File: src/rtl/dcrb_defines.vh
// Purpose: constants for the drive command register bank
// Assumes: 10 MHz core clock
// Notes: word indices select a command word on the link access port
`ifndef DCRB_DEFINES_VH
`define DCRB_DEFINES_VH

`define DCRB_CLK_KHZ 10000
`define DCRB_RST_PULSE_US 1000
`define DCRB_RST_PULSE_CYC (`DCRB_RST_PULSE_US * `DCRB_CLK_KHZ / 1000)

`define DCRB_IDX_W 3
`define DCRB_IDX_PU 3'h0
`define DCRB_IDX_CHZ 3'h1
`define DCRB_IDX_PID 3'h2
`define DCRB_IDX_RPM 3'h3
`define DCRB_IDX_RUN 3'h4
`define DCRB_IDX_CLR 3'h5

`define DCRB_BIT_FWD 0
`define DCRB_BIT_REV 1
`define DCRB_BIT_GP0 2
`define DCRB_BIT_RST 15

`define DCRB_WORD_RST 16'h0000
`define DCRB_PU_FULL 16'h4E20
`define DCRB_CLR_ONE 16'h0001

`define DCRB_ASG_SS1 8'h00
`define DCRB_ASG_SS2 8'h01
`define DCRB_ASG_SS4 8'h02
`define DCRB_ASG_SS8 8'h03
`define DCRB_ASG_RT1 8'h04
`define DCRB_ASG_RT2 8'h05
`define DCRB_ASG_BX 8'h07

`define DCRB_SRC_NONE 2'h0
`define DCRB_SRC_PU 2'h1
`define DCRB_SRC_CHZ 2'h2
`define DCRB_SRC_RPM 2'h3

`endif

File: src/rtl/dcrb_cmd_bank.v
// Purpose: link-writable command words of a motor drive, with source
//   precedence, clamping and alarm reset handling
// Assumes: link access port is on core_clk; link enable pin is async
// Notes:
// How it works
// - nonzero per-unit word beats centihertz word
// - nonzero centihertz word beats speed command
// - per-unit word signed, 20000 is maximum
// - centihertz word unsigned, 0.01 Hz steps
// - pid setpoint signed, 20000 is 100 percent
// - speed word signed rpm, any 16-bit value
// - store above 20000, clamp applied value
// - variant option: negative pid setpoint used as zero
// - reads return last written, not effective value
// - run word bit 15 set-then-clear resets alarm
// - run word reset needs link made valid
// - writing one to clear word pulses reset
// - clear word reads zero, accepts zero or one
// - clear word works regardless of link validity
// - general bits follow their terminal assignment
// - forward, reverse, reset bits come from link only
// - codes 0-3 are weighted step select bits
// - codes 4 and 5 pick ramp time sets
// - code 7 commands coast to stop
// - run word is 16 bits, any value
// - link commands are always positive logic
`timescale 1ns/100ps
`include "dcrb_defines.vh"

module dcrb_cmd_bank #(
  parameter NGP = 11,
  parameter PID_NEG_ZERO = 0,
  parameter [19:0] RST_PULSE_CYC = `DCRB_RST_PULSE_CYC
) (
  // clock and reset
  input wire core_clk,
  input wire arst_n,
  // link access port
  input wire wr_en,
  input wire rd_en,
  input wire [`DCRB_IDX_W-1:0] word_idx,
  input wire [15:0] wr_data,
  output reg [15:0] rd_data_ff,
  output reg rd_valid_ff,
  // link source configuration
  input wire link_source_select,
  input wire bus_source_select,
  input wire loader_source_select,
  input wire link_enable_assigned,
  input wire link_enable_input,
  input wire [NGP*8-1:0] terminal_assign_setting,
  input wire [15:0] upper_limit_pu,
  // commands to the drive control
  output reg [1:0] freq_src_ff,
  output reg [15:0] freq_ref_ff,
  output reg [15:0] pid_setpoint_ff,
  output reg [15:0] speed_ff,
  output reg forward_run_ff,
  output reg reverse_run_ff,
  output reg [3:0] step_select_ff,
  output reg [1:0] ramp_set_sel_ff,
  output reg coast_stop_ff,
  output reg fault_reset_ff,
  output reg link_valid_ff
);

  // stored words, as last written
  reg [15:0] freq_ref_per_unit_ff;
  reg [15:0] freq_ref_centihertz_ff;
  reg [15:0] pid_setpoint_word_ff;
  reg [15:0] speed_command_rpm_ff;
  reg [15:0] run_command_word_ff;
  reg [3:0] written_ff;
  reg [19:0] rst_cnt_ff;
  reg le_meta_ff;
  reg le_sync_ff;

  reg [19:0] nxt_rst_cnt;
  reg [1:0] nxt_src;
  reg [15:0] nxt_freq;
  reg [15:0] pu_lim;
  reg [3:0] nxt_step;
  reg [1:0] nxt_ramp;
  reg nxt_coast;
  reg [7:0] asg;
  reg [15:0] rd_mux;
  integer i;

  wire wr_pu = wr_en && (word_idx == `DCRB_IDX_PU);
  wire wr_chz = wr_en && (word_idx == `DCRB_IDX_CHZ);
  wire wr_pid = wr_en && (word_idx == `DCRB_IDX_PID);
  wire wr_rpm = wr_en && (word_idx == `DCRB_IDX_RPM);
  wire wr_run = wr_en && (word_idx == `DCRB_IDX_RUN);
  wire wr_clr = wr_en && (word_idx == `DCRB_IDX_CLR);

  // link is command source only when every setting grants it and the
  // enable terminal, if one is assigned, is on
  wire link_ok = link_source_select && bus_source_select &&
                 loader_source_select &&
                 (!link_enable_assigned || le_sync_ff);

  // falling edge of bit 15 by a fresh write
  wire run_rst_fall = wr_run && run_command_word_ff[`DCRB_BIT_RST] &&
                      !wr_data[`DCRB_BIT_RST];
  // values above one are refused, word keeps no state
  wire clr_one = wr_clr && (wr_data == `DCRB_CLR_ONE);
  wire rst_trig = clr_one || (run_rst_fall && link_ok);

  // pin is async to core_clk
  always @(posedge core_clk or negedge arst_n) begin
    if (!arst_n) begin
      le_meta_ff <= 1'b0;
      le_sync_ff <= 1'b0;
    end else begin
      le_meta_ff <= link_enable_input;
      le_sync_ff <= le_meta_ff;
    end
  end

  // full 16-bit words stored as written, no range check
  always @(posedge core_clk or negedge arst_n) begin
    if (!arst_n) begin
      freq_ref_per_unit_ff <= `DCRB_WORD_RST;
      freq_ref_centihertz_ff <= `DCRB_WORD_RST;
      pid_setpoint_word_ff <= `DCRB_WORD_RST;
      speed_command_rpm_ff <= `DCRB_WORD_RST;
      run_command_word_ff <= `DCRB_WORD_RST;
      written_ff <= 4'h0;
    end else begin
      if (wr_pu) begin
        freq_ref_per_unit_ff <= wr_data;
        written_ff[0] <= 1'b1;
      end
      if (wr_chz) begin
        freq_ref_centihertz_ff <= wr_data;
        written_ff[1] <= 1'b1;
      end
      if (wr_pid) begin
        pid_setpoint_word_ff <= wr_data;
      end
      if (wr_rpm) begin
        speed_command_rpm_ff <= wr_data;
        written_ff[3] <= 1'b1;
      end
      if (wr_run) begin
        run_command_word_ff <= wr_data;
        written_ff[2] <= 1'b1;
      end
    end
  end

  // read returns the stored word, never the applied one
  always @* begin
    case (word_idx)
      `DCRB_IDX_PU: rd_mux = freq_ref_per_unit_ff;
      `DCRB_IDX_CHZ: rd_mux = freq_ref_centihertz_ff;
      `DCRB_IDX_PID: rd_mux = pid_setpoint_word_ff;
      `DCRB_IDX_RPM: rd_mux = speed_command_rpm_ff;
      `DCRB_IDX_RUN: rd_mux = run_command_word_ff;
      `DCRB_IDX_CLR: rd_mux = `DCRB_WORD_RST;
      default: rd_mux = `DCRB_WORD_RST;
    endcase
  end

  // frequency source precedence and per-unit clamp
  always @* begin
    pu_lim = (upper_limit_pu < `DCRB_PU_FULL) ? upper_limit_pu :
             `DCRB_PU_FULL;
    nxt_src = `DCRB_SRC_NONE;
    nxt_freq = `DCRB_WORD_RST;
    if (written_ff[0] && (freq_ref_per_unit_ff != 16'h0000)) begin
      nxt_src = `DCRB_SRC_PU;
    end else if (written_ff[1] &&
                 (freq_ref_centihertz_ff != 16'h0000)) begin
      nxt_src = `DCRB_SRC_CHZ;
    end else if (written_ff[3]) begin
      nxt_src = `DCRB_SRC_RPM;
    end else if (written_ff[0]) begin
      nxt_src = `DCRB_SRC_PU;
    end else if (written_ff[1]) begin
      nxt_src = `DCRB_SRC_CHZ;
    end
    case (nxt_src)
      `DCRB_SRC_PU: begin
        if ($signed(freq_ref_per_unit_ff) > $signed(pu_lim)) begin
          nxt_freq = pu_lim;
        end else if ($signed(freq_ref_per_unit_ff) <
                     -$signed(pu_lim)) begin
          nxt_freq = 16'h0000 - pu_lim;
        end else begin
          nxt_freq = freq_ref_per_unit_ff;
        end
      end
      `DCRB_SRC_CHZ: nxt_freq = freq_ref_centihertz_ff;
      `DCRB_SRC_RPM: nxt_freq = speed_command_rpm_ff;
      default: nxt_freq = `DCRB_WORD_RST;
    endcase
  end

  // general bits decoded by their assignment code; bits are taken
  // as written, terminal negative-logic settings never apply here
  always @* begin
    nxt_step = 4'h0;
    nxt_ramp = 2'h0;
    nxt_coast = 1'b0;
    asg = 8'h00;
    for (i = 0; i < NGP; i = i + 1) begin
      asg = terminal_assign_setting[i*8 +: 8];
      if (run_command_word_ff[`DCRB_BIT_GP0 + i]) begin
        case (asg)
          `DCRB_ASG_SS1: nxt_step[0] = 1'b1;
          `DCRB_ASG_SS2: nxt_step[1] = 1'b1;
          `DCRB_ASG_SS4: nxt_step[2] = 1'b1;
          `DCRB_ASG_SS8: nxt_step[3] = 1'b1;
          `DCRB_ASG_RT1: nxt_ramp[0] = 1'b1;
          `DCRB_ASG_RT2: nxt_ramp[1] = 1'b1;
          `DCRB_ASG_BX: nxt_coast = 1'b1;
          default: nxt_coast = nxt_coast;
        endcase
      end
    end
  end

  // a retrigger reloads the full length
  always @* begin
    if (rst_trig) begin
      nxt_rst_cnt = RST_PULSE_CYC;
    end else if (rst_cnt_ff != 20'h00000) begin
      nxt_rst_cnt = rst_cnt_ff - 20'h00001;
    end else begin
      nxt_rst_cnt = rst_cnt_ff;
    end
  end

  always @(posedge core_clk or negedge arst_n) begin
    if (!arst_n) begin
      rd_data_ff <= `DCRB_WORD_RST;
      rd_valid_ff <= 1'b0;
      freq_src_ff <= `DCRB_SRC_NONE;
      freq_ref_ff <= `DCRB_WORD_RST;
      pid_setpoint_ff <= `DCRB_WORD_RST;
      speed_ff <= `DCRB_WORD_RST;
      forward_run_ff <= 1'b0;
      reverse_run_ff <= 1'b0;
      step_select_ff <= 4'h0;
      ramp_set_sel_ff <= 2'h0;
      coast_stop_ff <= 1'b0;
      fault_reset_ff <= 1'b0;
      link_valid_ff <= 1'b0;
      rst_cnt_ff <= 20'h00000;
    end else begin
      rd_valid_ff <= rd_en;
      if (rd_en) begin
        rd_data_ff <= rd_mux;
      end
      freq_src_ff <= nxt_src;
      freq_ref_ff <= nxt_freq;
      if (PID_NEG_ZERO != 0 && pid_setpoint_word_ff[15]) begin
        pid_setpoint_ff <= 16'h0000;
      end else begin
        pid_setpoint_ff <= pid_setpoint_word_ff;
      end
      speed_ff <= speed_command_rpm_ff;
      // run only while the link owns commands; the host must drop
      // these before a reset or the drive restarts at once
      forward_run_ff <= link_ok &&
        run_command_word_ff[`DCRB_BIT_FWD];
      reverse_run_ff <= link_ok && run_command_word_ff[`DCRB_BIT_REV];
      step_select_ff <= nxt_step;
      ramp_set_sel_ff <= nxt_ramp;
      coast_stop_ff <= nxt_coast;
      rst_cnt_ff <= nxt_rst_cnt;
      fault_reset_ff <= (nxt_rst_cnt != 20'h00000);
      link_valid_ff <= link_ok;
    end
  end

endmodule

File: config.mk
export PLATFORM = sky130hd
export DESIGN_NAME = dcrb_cmd_bank
export DESIGN_NICKNAME = d
export VERILOG_FILES = /design/src/rtl/dcrb_cmd_bank.v
export VERILOG_INCLUDE_DIRS = /design/src /design/src/rtl
export SDC_FILE = /design/constraint.sdc
export NUM_CORES = 1
export LEC_CHECK = 0
export ABC_AREA = 1
export BUFFER_PORTS_ARGS = -buffer_cell sky130_fd_sc_hd__buf_2
export CORE_MARGIN = 5
export CORE_UTILIZATION = 55
export CTS_BUF_LIST = sky130_fd_sc_hd__clkbuf_2
export DETAILED_ROUTE_END_ITERATION = 10
export PLACE_DENSITY = 0.9
export REMOVE_ABC_BUFFERS = 1
export SLEW_MARGIN = 0
export SYNTH_ARGS = -nofsm -noshare
export SYNTH_HDL_FRONTEND = slang
export SYNTH_SLANG_ARGS = --single-unit
File: constraint.sdc
create_clock -name core_clk -period 5.1 [get_ports core_clk]
set_input_delay 0.255 -clock core_clk [delete_from_list [all_inputs] [get_ports core_clk]]
set_output_delay 0.255 -clock core_clk [all_outputs]
set_load 0.1 [all_outputs]
==> results of run 1 <==
routing by layer:
layer	GRT usage, %	up-vias
met2	48.68	632
met3	5.181	89
met1	39.18	4945
li1	-	4982
met4	11.14	0
met5	0	-
synthesized netlist by cell type (4+ instances only):
master	n
nor4_1	28
nor2_4	7
xnor2_1	6
a311oi_1	4
o22ai_1	6
a221oi_1	6
inv_2	5
nor3_1	39
clkbuf_1	32
and2_1	4
dfrtp_1	183
xor2_1	8
nand4_1	39
nand3b_1	4
ha_1	33
or2_2	8
o21ai_1	5
nand3_1	86
a21oi_1	19
and3_1	4
o211ai_1	9
inv_1	180
nor2_2	4
o21ai_0	159
nand2_2	7
nor2_1	108
nand2_1	307
flip-flops by register name (all words and copies together), names as in the netlist, 2 cells and up:
| name | cells |
|---|---|
| rst_cnt_ff | 20 |
| freq_ref_centihertz_ff | 16 |
| freq_ref_ff | 16 |
| freq_ref_per_unit_ff | 16 |
| pid_setpoint_ff | 16 |
| pid_setpoint_word_ff | 16 |
| rd_data_ff | 16 |
| run_command_word_ff | 16 |
| speed_command_rpm_ff | 16 |
| speed_ff | 16 |
| step_select_ff | 4 |
| written_ff | 3 |
| freq_src_ff | 2 |
| ramp_set_sel_ff | 2 |
area by class of cell:
cell class | instances | area, um^2 | area share [%]
tap | 234 | 292.8 | 2.353
clock buffer | 19 | 95.09 | 0.7642
clock inverter | 13 | 122.6 | 0.9854
sequential | 183 | 4579 | 36.80
timing repair buffer | 268 | 1643 | 13.20
inverter | 188 | 708.2 | 5.691
antenna | 1 | 2.502 | 0.02011
multi-input combinational | 944 | 5000 | 40.18
power groups by stage:
stage	registers (mW)	clock network [mW]	logic (mW)
finish	1.96	0.702	2.03
global placement	1.97	0	1.95
CTS	1.95	0.711	2.02
floorplan	2.81	0	0.635
global route	1.99	0.767	2.18
detailed placement	1.97	0	1.99
worst max-delay path: stages:
cell and delay (ns):
dlygate4sd3_1 0.54, buf_2 0.16, inv_1 0.06, nand2_1 0.08, nor2_1 0.13, nand3_2 0.17, nand2_8 0.20, inv_4 0.10
nand2_1 0.12, ha_1 0.24, nand3_4 0.12, inv_2 0.10, nand3b_1 0.10, inv_1 0.07, nand2_1 0.06, and2_1 0.14
ha_1 0.27, nand2_1 0.08, o21ai_0 0.09, a21oi_1 0.19, a21o_1 0.14, nand2_1 0.55, or2_2 0.54, nand2_1 0.07
nand2_1 0.06, nand3_1 0.08, nand2_1 0.07
cell families (layout without fill, tap and decap cells):
group,Yosys count,after routing,synth area share (%)
adders and majority gates,33,33,3.955
other,1,2,0.03592
AOI/OAI and AO/OA,228,228,12.32
buffers and inverters,225,488,8.257
xor gates and xnor gates,16,16,1.486
DFF,183,183,43.86
and+or+nand+nor,665,665,29.98
muxes,1,1,0.1078
through the flow:
step	hold slack [ns]	utilization (%)	cells
after global routing	0.07092	66.51	1849
after CTS	0.02037	66.51	1849
after detailed placement	0.3132	62.45	1763
after global placement	0.3116	62.45	1763
after floorplan	-0.04059	-	1315
final	0.02259	66.52	1850
final timing paths:
path / start / end
setup / recovery: upper_limit_pu[13] / freq_ref_ff[13]
hold / removal: arst_n / coast_stop_ff
setup reg to reg: run_command_word_ff[7] / step_select_ff[2]
hold reg to reg: le_meta_ff / le_sync_ff
max in group asynchronous: arst_n / pid_setpoint_ff[8]
min in group core_clk: upper_limit_pu[8] / freq_ref_ff[8]
==> run summary, run 1 <==
run status = completed
number of global-route vias before repair = 10230
count of different cell masters after synthesis = 63
gr ovfl total = 0
CTS tree = done
WL/cell = 17.60 um
share of the synthesized area in the top cell type = 43.86%
routed wl met3 = 3.050 mm
antenna violations before repair = 0
fmax = 243.5 MHz
DRT Pass-1 Iters = 5
clk sink count = 183
DR iter-0 viols = 1039
largest net degree at the start of global routing = 110
drt via density = 5.756
post-route cell area = 12440 um^2
total power = 4.693 mW
CP required = 5.77 ns
unrepaired setup endpoints after global routing = no
gpl congestion = 0.9829
Post-Syn Area = 10440 um^2
max cap viols = 0
Metal-1 WL = 12.95 mm
Top FF cell, synth = dfrtp_1
Int Power = 2.351 mW
combinational share of power = 43.3%
relative slew slack = 10.79%
Post-synth EDFFs = 0
Reg clk slew, reported paths = 0.25 ns
most frequent cells in the layout = nand2_1 (307), buf_2 (208), dfrtp_1 (183), inv_1 (180), o21ai_0 (159)
Startpoint Class = input pin
Antenna Nets Post-Route = 0
flops & latches, synth = 183
switching share of power = 49.91%
leak pwr = 6.302 nW
depth of the CTS H-tree = 4
reg2reg setup slack = 1.86 ns
Placement Rows = 50
Fin. Hold Viols = 0
number of synthesis warnings = 0
DIE AREA = 21840 um^2
worst vdd ir = 0.3761 mV
Std-Cell Core Area = 18710 um^2
largest cells by area after synthesis = dfrtp_1 (44%), nand2_1 (11%), o21ai_0 (7.6%)
Clock power frac = 15.0%
DRC errors left = 0
clk_skew = 0.03584 ns
setup_tns = 0 ns
layout net count = 1767
Post-Syn Instances = 1352
# resized after CTS = 0
final setup vio count = 0
top layer in use = met4
critical path type = input pin to flop
Horiz. Die Dim = 147.8 um
GRT Total Usage = 29.51%
worst min path class = input pin to asynchronous set/reset pin
PortBufs = 209
layout cell share with drive strength beyond 1 = 18.51%
die height = 147.8 um
setup slack at placement = 0.8526 ns
dpl cell area = 11680 um^2
most common cell after layout, fill and taps aside = nand2_1
Routed WL = 32.57 mm
critical path peak fanout = 31
# Post-CTS Setup Buffers = 0
Seq/Total Area, Yosys = 43.86%
routed vias = 10650
clock buffer depth = 2
P_sw = 2.342 mW
# IOs = 210
root buffer cell = clkbuf_2
slack of the critical path = 0.9937 ns
Critical Path AT = 4.78 ns
final period utilization = 80.52%
first-pass GRT wire length = 51.69 mm
Final min period = 4.106 ns
Met2 Wirelength = 15.50 mm
Slew @ Worst Pin = 1.334 ns
CTS Buf Count = 17
synthesis-to-layout area growth = 19.17%
Sequential Power Share = 41.7%
Setup crit end kind = flop
worst-skew pair later-pin latency = 0.76 ns
number of hold buffers added after cts = 54
max-slew violations = 0
synthesized area per cell = 7.723 um^2
P per Cell Area = 377.1 nW/um^2
Filler Cells Inserted = 1525
async set or reset register ratio after synthesis = 100.0%
post-synth top area cell = dfrtp_1
R2R cell count = 8
Initial Util = 55.82%
hpwl dp = 24.08 mm
Power figures use the tool's default switching activity.
==> inputs of run 2 (changes only) <==
--- a/config.mk
+++ b/config.mk
@@ -9,10 +9,10 @@
 export ABC_AREA = 1
 export BUFFER_PORTS_ARGS = -buffer_cell sky130_fd_sc_hd__buf_2
 export CORE_MARGIN = 5
-export CORE_UTILIZATION = 55
+export CORE_UTILIZATION = 52
 export CTS_BUF_LIST = sky130_fd_sc_hd__clkbuf_2
 export DETAILED_ROUTE_END_ITERATION = 10
-export PLACE_DENSITY = 0.9
+export PLACE_DENSITY = 0.89
 export REMOVE_ABC_BUFFERS = 1
 export SLEW_MARGIN = 0
 export SYNTH_ARGS = -nofsm -noshare
==> constraint.sdc (replaced) <==
create_clock -name core_clk -period 3.6 [get_ports core_clk]
set_input_delay 0.18 -clock core_clk [delete_from_list [all_inputs] [get_ports core_clk]]
set_output_delay 0.18 -clock core_clk [all_outputs]
set_load 0.1 [all_outputs]
==> run 2 against run 1 <==
Sequential share of layout area down 0.97 points. Combinational power up 44%. First-iteration DRC count up 7.1%. Cell count up 3.4%. Total power up 43%. Cell area up 2.7%. Wire length up 1.8%.
==> run summary, run 2 (synthesis gave the netlist of run 1 again) <==
run status = completed
Std-Cell Core Area = 19590 um^2 (+4.7%)
first-pass GRT wire length = 51.94 mm (+0.48%)
Reg clk slew, reported paths = 0.31 ns (+0.06 ns)
clk sink count = 183 (unchanged)
Setup crit end kind = flop
Slew @ Worst Pin = 1.278 ns (-0.05656 ns)
depth of the CTS H-tree = 4 (unchanged)
clk_skew = 0.03968 ns (+0.003846 ns)
CTS Buf Count = 17 (unchanged)
WL/cell = 17.33 um (-1.6%)
die height = 151.7 um (+2.7%)
# IOs = 210 (unchanged)
total power = 6.712 mW (+43%)
Placement Rows = 51 (+2.0%)
Met2 Wirelength = 15.92 mm (+2.7%)
worst vdd ir = 0.4100 mV (+9.0%)
gr ovfl total = 0 (unchanged)
non-filler cells, final = 1913 (+3.4%)
most common cell after layout, fill and taps aside = nand2_1
post-route cell area = 12780 um^2 (+2.7%)
worst min path class = input pin to asynchronous set/reset pin
PortBufs = 209 (unchanged)
CP required = 4.28 ns (-1.49 ns)
leak pwr = 6.446 nW (+2.3%)
number of global-route vias before repair = 10390 (+1.6%)
relative slew slack = 14.57% (+3.8 points)
gpl congestion = 0.9667 (-1.6%)
largest net degree at the start of global routing = 105 (-4.5%)
most frequent cells in the layout = nand2_1 (306), buf_2 (208), dfrtp_1 (183), inv_1 (179), o21ai_0 (159)
final setup vio count = 0 (unchanged)
Biggest register = rst_cnt_ff
synthesis-to-layout area growth = 22.38%
worst-skew pair later-pin latency = 0.78 ns (+0.02 ns)
Final Util = 65.23% (-1.3 points)
antenna violations before repair = 1 (+1)
DRT Pass-1 Iters = 6 (+1)
root buffer cell = clkbuf_2
drt via density = 5.615 (-2.4%)
fmax = 290.6 MHz
setup slack at placement = -0.03848 ns (-0.8911 ns)
CTS tree = done
Routed WL = 33.15 mm (+1.8%)
final period utilization = 95.59%
clock buffer depth = 2 (unchanged)
max-slew violations = 0 (unchanged)
Initial Util = 53.30% (-2.5 points)
GRT Total Usage = 28.54% (-0.97 points)
Hold Slack = 0.01051 ns (-0.01208 ns)
DIE AREA = 23010 um^2 (+5.4%)
P per Cell Area = 525.3 nW/um^2 (+39%)
DR iter-0 viols = 1113 (+7.1%)
critical path peak fanout = 14 (-55%)
Largest register FFs = 20 (unchanged)
Horiz. Die Dim = 151.7 um (+2.7%)
top layer in use = met4
critical path type = input pin to flop
Antenna Nets Post-Route = 0 (unchanged)
Post-Place Cells = 1812 (+2.8%)
routed vias = 10740 (+0.87%)
slack of the critical path = 0.1588 ns (-0.8349 ns)
Metal-1 WL = 13.52 mm (+4.5%)
routed wl met3 = 2.797 mm (-8.3%)
Fin. Hold Viols = 0 (unchanged)
dpl cell area = 11850 um^2 (+1.4%)
DRC errors left = 0 (unchanged)
setup_tns = 0 ns (unchanged)
max cap viols = 0 (unchanged)
hpwl dp = 24.89 mm (+3.4%)
layout cell share with drive strength beyond 1 = 19.73% (+1.2 points)
Final min period = 3.441 ns
layout net count = 1799 (+1.8%)
Critical Path AT = 4.12 ns (-0.66 ns)
Startpoint Class = input pin
run 2: changes by cell type in the layout (fill, tap and decap cells not counted), moves of 3 or more:
cell	change
clkinv_4	+3
dlygate4sd3_1	+11
buf_4	+20
inv_8	+3
run 2: what timing repair did:
item                                   CTS  global route
endpoints found under the hold margin  226             0
hold buffers                            65             0
resized for setup                        0             7
setup buffers                            0             3
setup endpoints to repair                0             5
run 2: per-layer routing:
layer	global-route usage, %	up-vias
li1	-	5047
met1	38.77	5042
met2	47.13	576
met3	3.778	76
met4	10.15	0
met5	0	-
run 2: layout make-up:
type                    count  area (um^2)
flip-flops and latches    183         4579
diodes                      1        2.502
clock inverters            15        142.6
multi-input cells         944         5024
inverters                 188        708.2
fillers                  1669         6812
well taps                 265        331.6
repair buffers            300         1906
clock buffers              17        85.08
run 2: worst paths after layout:
| path | slack (ns) | cells after the start | end | startpoint |
|---|---|---|---|---|
| setup / recovery | 0.16 | 28 | freq_ref_ff[14] | upper_limit_pu[14] |
| setup reg to reg | 0.24 | 8 | step_select_ff[2] | run_command_word_ff[7] |
| max in group asynchronous | 2.61 | 3 | pid_setpoint_word_ff[8] | arst_n |
| min in group core_clk | 0.08 | 10 | freq_ref_ff[13] | upper_limit_pu[6] |
| hold / removal | 0.01 | 2 | le_meta_ff | arst_n |
| hold reg to reg | 0.41 | 0 | le_sync_ff | le_meta_ff |
run 2: critical path, stage by stage:
cell           delay (ns)
dlygate4sd3_1        0.53
buf_2                0.14
inv_2                0.07
nor2_1               0.05
nand2_1              0.11
nor2_4               0.06
nor2_8               0.15
nand2_8              0.10
buf_4                0.19
nor2_8               0.11
nand2_2              0.07
nor3_4               0.33
buf_4                0.17
nand3_1              0.05
nand2_1              0.09
nand2_1              0.09
ha_1                 0.30
a21oi_1              0.12
o21ai_0              0.10
a21oi_1              0.19
a21o_1               0.14
nand2_1              0.09
buf_6                0.17
or2_2                0.28
nand2_1              0.07
nand2_1              0.05
nand3_1              0.07
nand2_1              0.05
run 2: power by group:
| group | total (mW) | switching, mW | internal (mW) |
|---|---|---|---|
| Clock | 1.02 | 0.805 | 0.218 |
| Sequential | 2.76 | 0.317 | 2.45 |
| Combinational | 2.93 | 2.27 | 0.657 |
==> inputs of run 3 (changes only) <==
--- a/config.mk
+++ b/config.mk
@@ -6,13 +6,12 @@
 export SDC_FILE = /design/constraint.sdc
 export NUM_CORES = 1
 export LEC_CHECK = 0
-export ABC_AREA = 1
 export BUFFER_PORTS_ARGS = -buffer_cell sky130_fd_sc_hd__buf_2
+export CAP_MARGIN = 10
 export CORE_MARGIN = 5
-export CORE_UTILIZATION = 52
-export CTS_BUF_LIST = sky130_fd_sc_hd__clkbuf_2
+export CORE_UTILIZATION = 50
 export DETAILED_ROUTE_END_ITERATION = 10
-export PLACE_DENSITY = 0.89
+export PLACE_DENSITY = 0.87
 export REMOVE_ABC_BUFFERS = 1
 export SLEW_MARGIN = 0
 export SYNTH_ARGS = -nofsm -noshare
==> run 3 against run 2 <==
Register-to-register slack better by 0.54 ns. Cell count is 23% lower. Critical path depth shrank 7. Fmax grew 3.4%. Combinational power is 2% higher. Wire length is 2.3% lower. Clock skew is 0.028 ns lower. Hold slack improved by 0.039 ns. Die area decreased by 0.67%. Largest cell class unchanged. Sequential power rose by 6%.
==> run summary, run 3 <==
run status = completed
routed vias = 9013 (-16%)
fmax = 300.6 MHz (+3.4%)
Post-synth EDFFs = 0 (unchanged)
Reg clk slew, reported paths = 0.08 ns (-0.23 ns)
DRC errors left = 0 (unchanged)
largest net degree at the start of global routing = 103 (-1.9%)
layout cell share with drive strength beyond 1 = 37.33% (+18 points)
CP required = 3.93 ns (-0.35 ns)
DIE AREA = 22860 um^2 (-0.67%)
P per Cell Area = 633.8 nW/um^2 (+21%)
Seq/Total Area, Yosys = 45.95% (+2.1 points)
reg2reg setup slack = 0.78 ns (+0.54 ns)
count leader, synth = dfrtp_1
PortBufs = 209 (unchanged)
DR iter-0 viols = 769 (-31%)
CTS Buf Count = 17 (unchanged)
# IOs = 210 (unchanged)
layout net count = 1352 (-25%)
synthesis-to-layout area growth = 23.91%
worst min path class = input pin to flop
DRT Pass-1 Iters = 6 (unchanged)
final setup vio count = 0 (unchanged)
depth of the CTS H-tree = 4 (unchanged)
GRT Total Usage = 28.35% (-0.18 points)
largest cells by area after synthesis = dfrtp_1 (46%), mux2_2 (9.8%), ha_1 (4.1%)
share of the synthesized area in the top cell type = 45.95% (+2.1 points)
most frequent cells in the layout = buf_2 (208), dfrtp_1 (183), nor2_1 (88), mux2_2 (87), nand2_1 (69)
max cap viols = 0 (unchanged)
Antenna Nets Post-Route = 0 (unchanged)
Largest register FFs = 20 (unchanged)
Initial Util = 51.04% (-2.3 points)
first-pass GRT wire length = 49.62 mm (-4.5%)
Biggest register = rst_cnt_ff
Std-Cell Core Area = 19530 um^2 (-0.33%)
Post-Syn Instances = 929 (-31%)
top layer in use = met5
Post-Syn Area = 9967 um^2 (-4.5%)
Critical Path AT = 3.66 ns (-0.46 ns)
Met2 Wirelength = 16.10 mm (+1.1%)
max-slew violations = 0 (unchanged)
gr ovfl total = 0 (unchanged)
total power = 7.827 mW (+17%)
Fin. Hold Viols = 0 (unchanged)
antenna violations before repair = 4 (+3)
critical path type = input pin to flop
synthesized area per cell = 10.73 um^2 (+39%)
gpl congestion = 0.9894 (+2.3%)
clock buffer depth = 2 (unchanged)
root buffer cell = clkbuf_16
unrepaired setup endpoints after global routing = no
WL/cell = 22.07 um (+27%)
Post-synth top cells = dfrtp_1 (183), nor2_1 (89), mux2_2 (87), nand2_1 (69), nor3_1 (41)
clk_skew = 0.01201 ns (-0.02768 ns)
leak pwr = 5.419 nW (-16%)
async set or reset register ratio after synthesis = 100.0% (unchanged)
drt via density = 6.144 (+9.4%)
flops & latches, synth = 183 (unchanged)
Slew @ Worst Pin = 0.9435 ns (-0.3344 ns)
critical path peak fanout = 6 (-8)
CTS tree = done
relative slew slack = 37.10% (+23 points)
worst-skew pair later-pin latency = 0.45 ns (-0.33 ns)
number of synthesis warnings = 0 (unchanged)
final period utilization = 92.41% (-3.2 points)
number of global-route vias before repair = 9011 (-13%)
Setup crit end kind = flop
Final min period = 3.327 ns (-0.1146 ns)
worst vdd ir = 0.5399 mV (+32%)
Placement Rows = 51 (unchanged)
Filler Cells Inserted = 1531 (-8.3%)
Metal-1 WL = 12.30 mm (-9.1%)
clk sink count = 183 (unchanged)
post-synth top area cell = dfrtp_1
post-route cell area = 12350 um^2 (-3.3%)
Startpoint Class = input pin
die height = 151.2 um (-0.34%)
hpwl dp = 23.94 mm (-3.8%)
most common cell after layout, fill and taps aside = buf_2
routed wl met3 = 2.765 mm (-1.1%)
Horiz. Die Dim = 151.2 um (-0.34%)
Routed WL = 32.38 mm (-2.3%)
count of different cell masters after synthesis = 77 (+22%)
Top FF cell, synth = dfrtp_1
dpl cell area = 11680 um^2 (-1.4%)
run 3: cell types whose count changed in the layout (fill, tap and decap cells not counted), sizes merged, moves of 15 or more:
cell,delta
nand2,-247
inv,-152
o21ai,-146
dlygate4sd3,-63
mux2,+86
mux4,+16
nand3,-72
nand4,-26
nand3b,+15
nor2,-30
buf,+35
run 3: stage by stage:
step	instances	hold slack (ns)	setup TNS [ns]	util, %	setup slack, ns
finish	1467	0.04916	0	63.25	0.2734
global route	1466	0.06559	0	63.24	0.03085
global placement	1430	0.2896	-3.378	59.82	-0.2964
detailed placement	1430	0.2920	-6.040	59.82	-0.4773
floorplan	896	-0.1156	-18.63	-	-1.359
CTS	1464	0.03246	0	62.99	0.05071
run 3: final timing paths:
path | cells past startpoint | to | start
worst max-delay path | 21 | freq_ref_ff[8] | upper_limit_pu[8]
worst min-delay path | 3 | coast_stop_ff | terminal_assign_setting[33]
worst max register to register | 7 | freq_ref_ff[15] | freq_ref_centihertz_ff[0]
worst min register to register | 0 | le_sync_ff | le_meta_ff
max in group asynchronous | 3 | pid_setpoint_word_ff[5] | arst_n
min in group asynchronous | 2 | speed_ff[11] | arst_n
run 3: kinds of logic after synthesis:
group                      after synthesis  synth area share [%]
xor gates and xnor gates                26                 2.360
AOI/OAI and AO/OA                      146                 11.06
DFF                                    183                 45.95
and+or+nand+nor                        362                 19.37
adders and majority gates               34                 4.256
other                                    1               0.03762
muxes                                  111                 14.25
buffers and inverters                   66                 2.724
run 3: worst max-delay path: stages:
cell and delay, ns:
buf_2 0.12, nor4_2 0.31, buf_4 0.17, nor2_1 0.04, nor2_2 0.14, nand2_1 0.10
ha_1 0.22, nor4b_4 0.14, nand2_1 0.12, buf_4 0.15, xnor2_1 0.05, and2_1 0.15
ha_1 0.26, nand4_1 0.09, o221a_2 0.26, o211a_1 0.23, o21ai_4 0.25, buf_4 0.16
mux2_2 0.33, nor2_2 0.09, o41ai_2 0.08
run 3: layer usage:
layer | vias to the layer above | global-route usage [%]
li1 | 3997 | -
met1 | 4417 | 35.08
met2 | 494 | 48.57
met3 | 101 | 5.835
met4 | 4 | 11.42
met5 | - | 0
run 3: layout make-up:
cell class / instances / area [um^2] / share of cell area [%]
clock inverters: 12 / 126.4 / 1.023
flip-flops and latches: 183 / 4579 / 37.08
clock buffers: 20 / 466.7 / 3.779
inverters: 33 / 123.9 / 1.003
multi-input cells: 680 / 5167 / 41.84
repair buffers: 272 / 1550 / 12.55
well taps: 265 / 331.6 / 2.685
diodes: 2 / 5.005 / 0.04052
run 3: repair_timing:
action / 4_1_cts / 5_1_grt
gates resized for setup: 1 / 9
hold endpoints to repair: 101 / 0
pin swaps: 0 / 1
hold buffers: 2 / 0
endpoints found under the setup margin: 2 / 16
buffers inserted: 0 / 1
run 3: power by group:
part / internal (mW) / total, mW / switching (mW) / leakage [nW]
logic: 0.835 / 3.00 / 2.17 / 2.96
clock network: 0.981 / 1.90 / 0.921 / 0.292
registers: 2.48 / 2.92 / 0.446 / 2.17
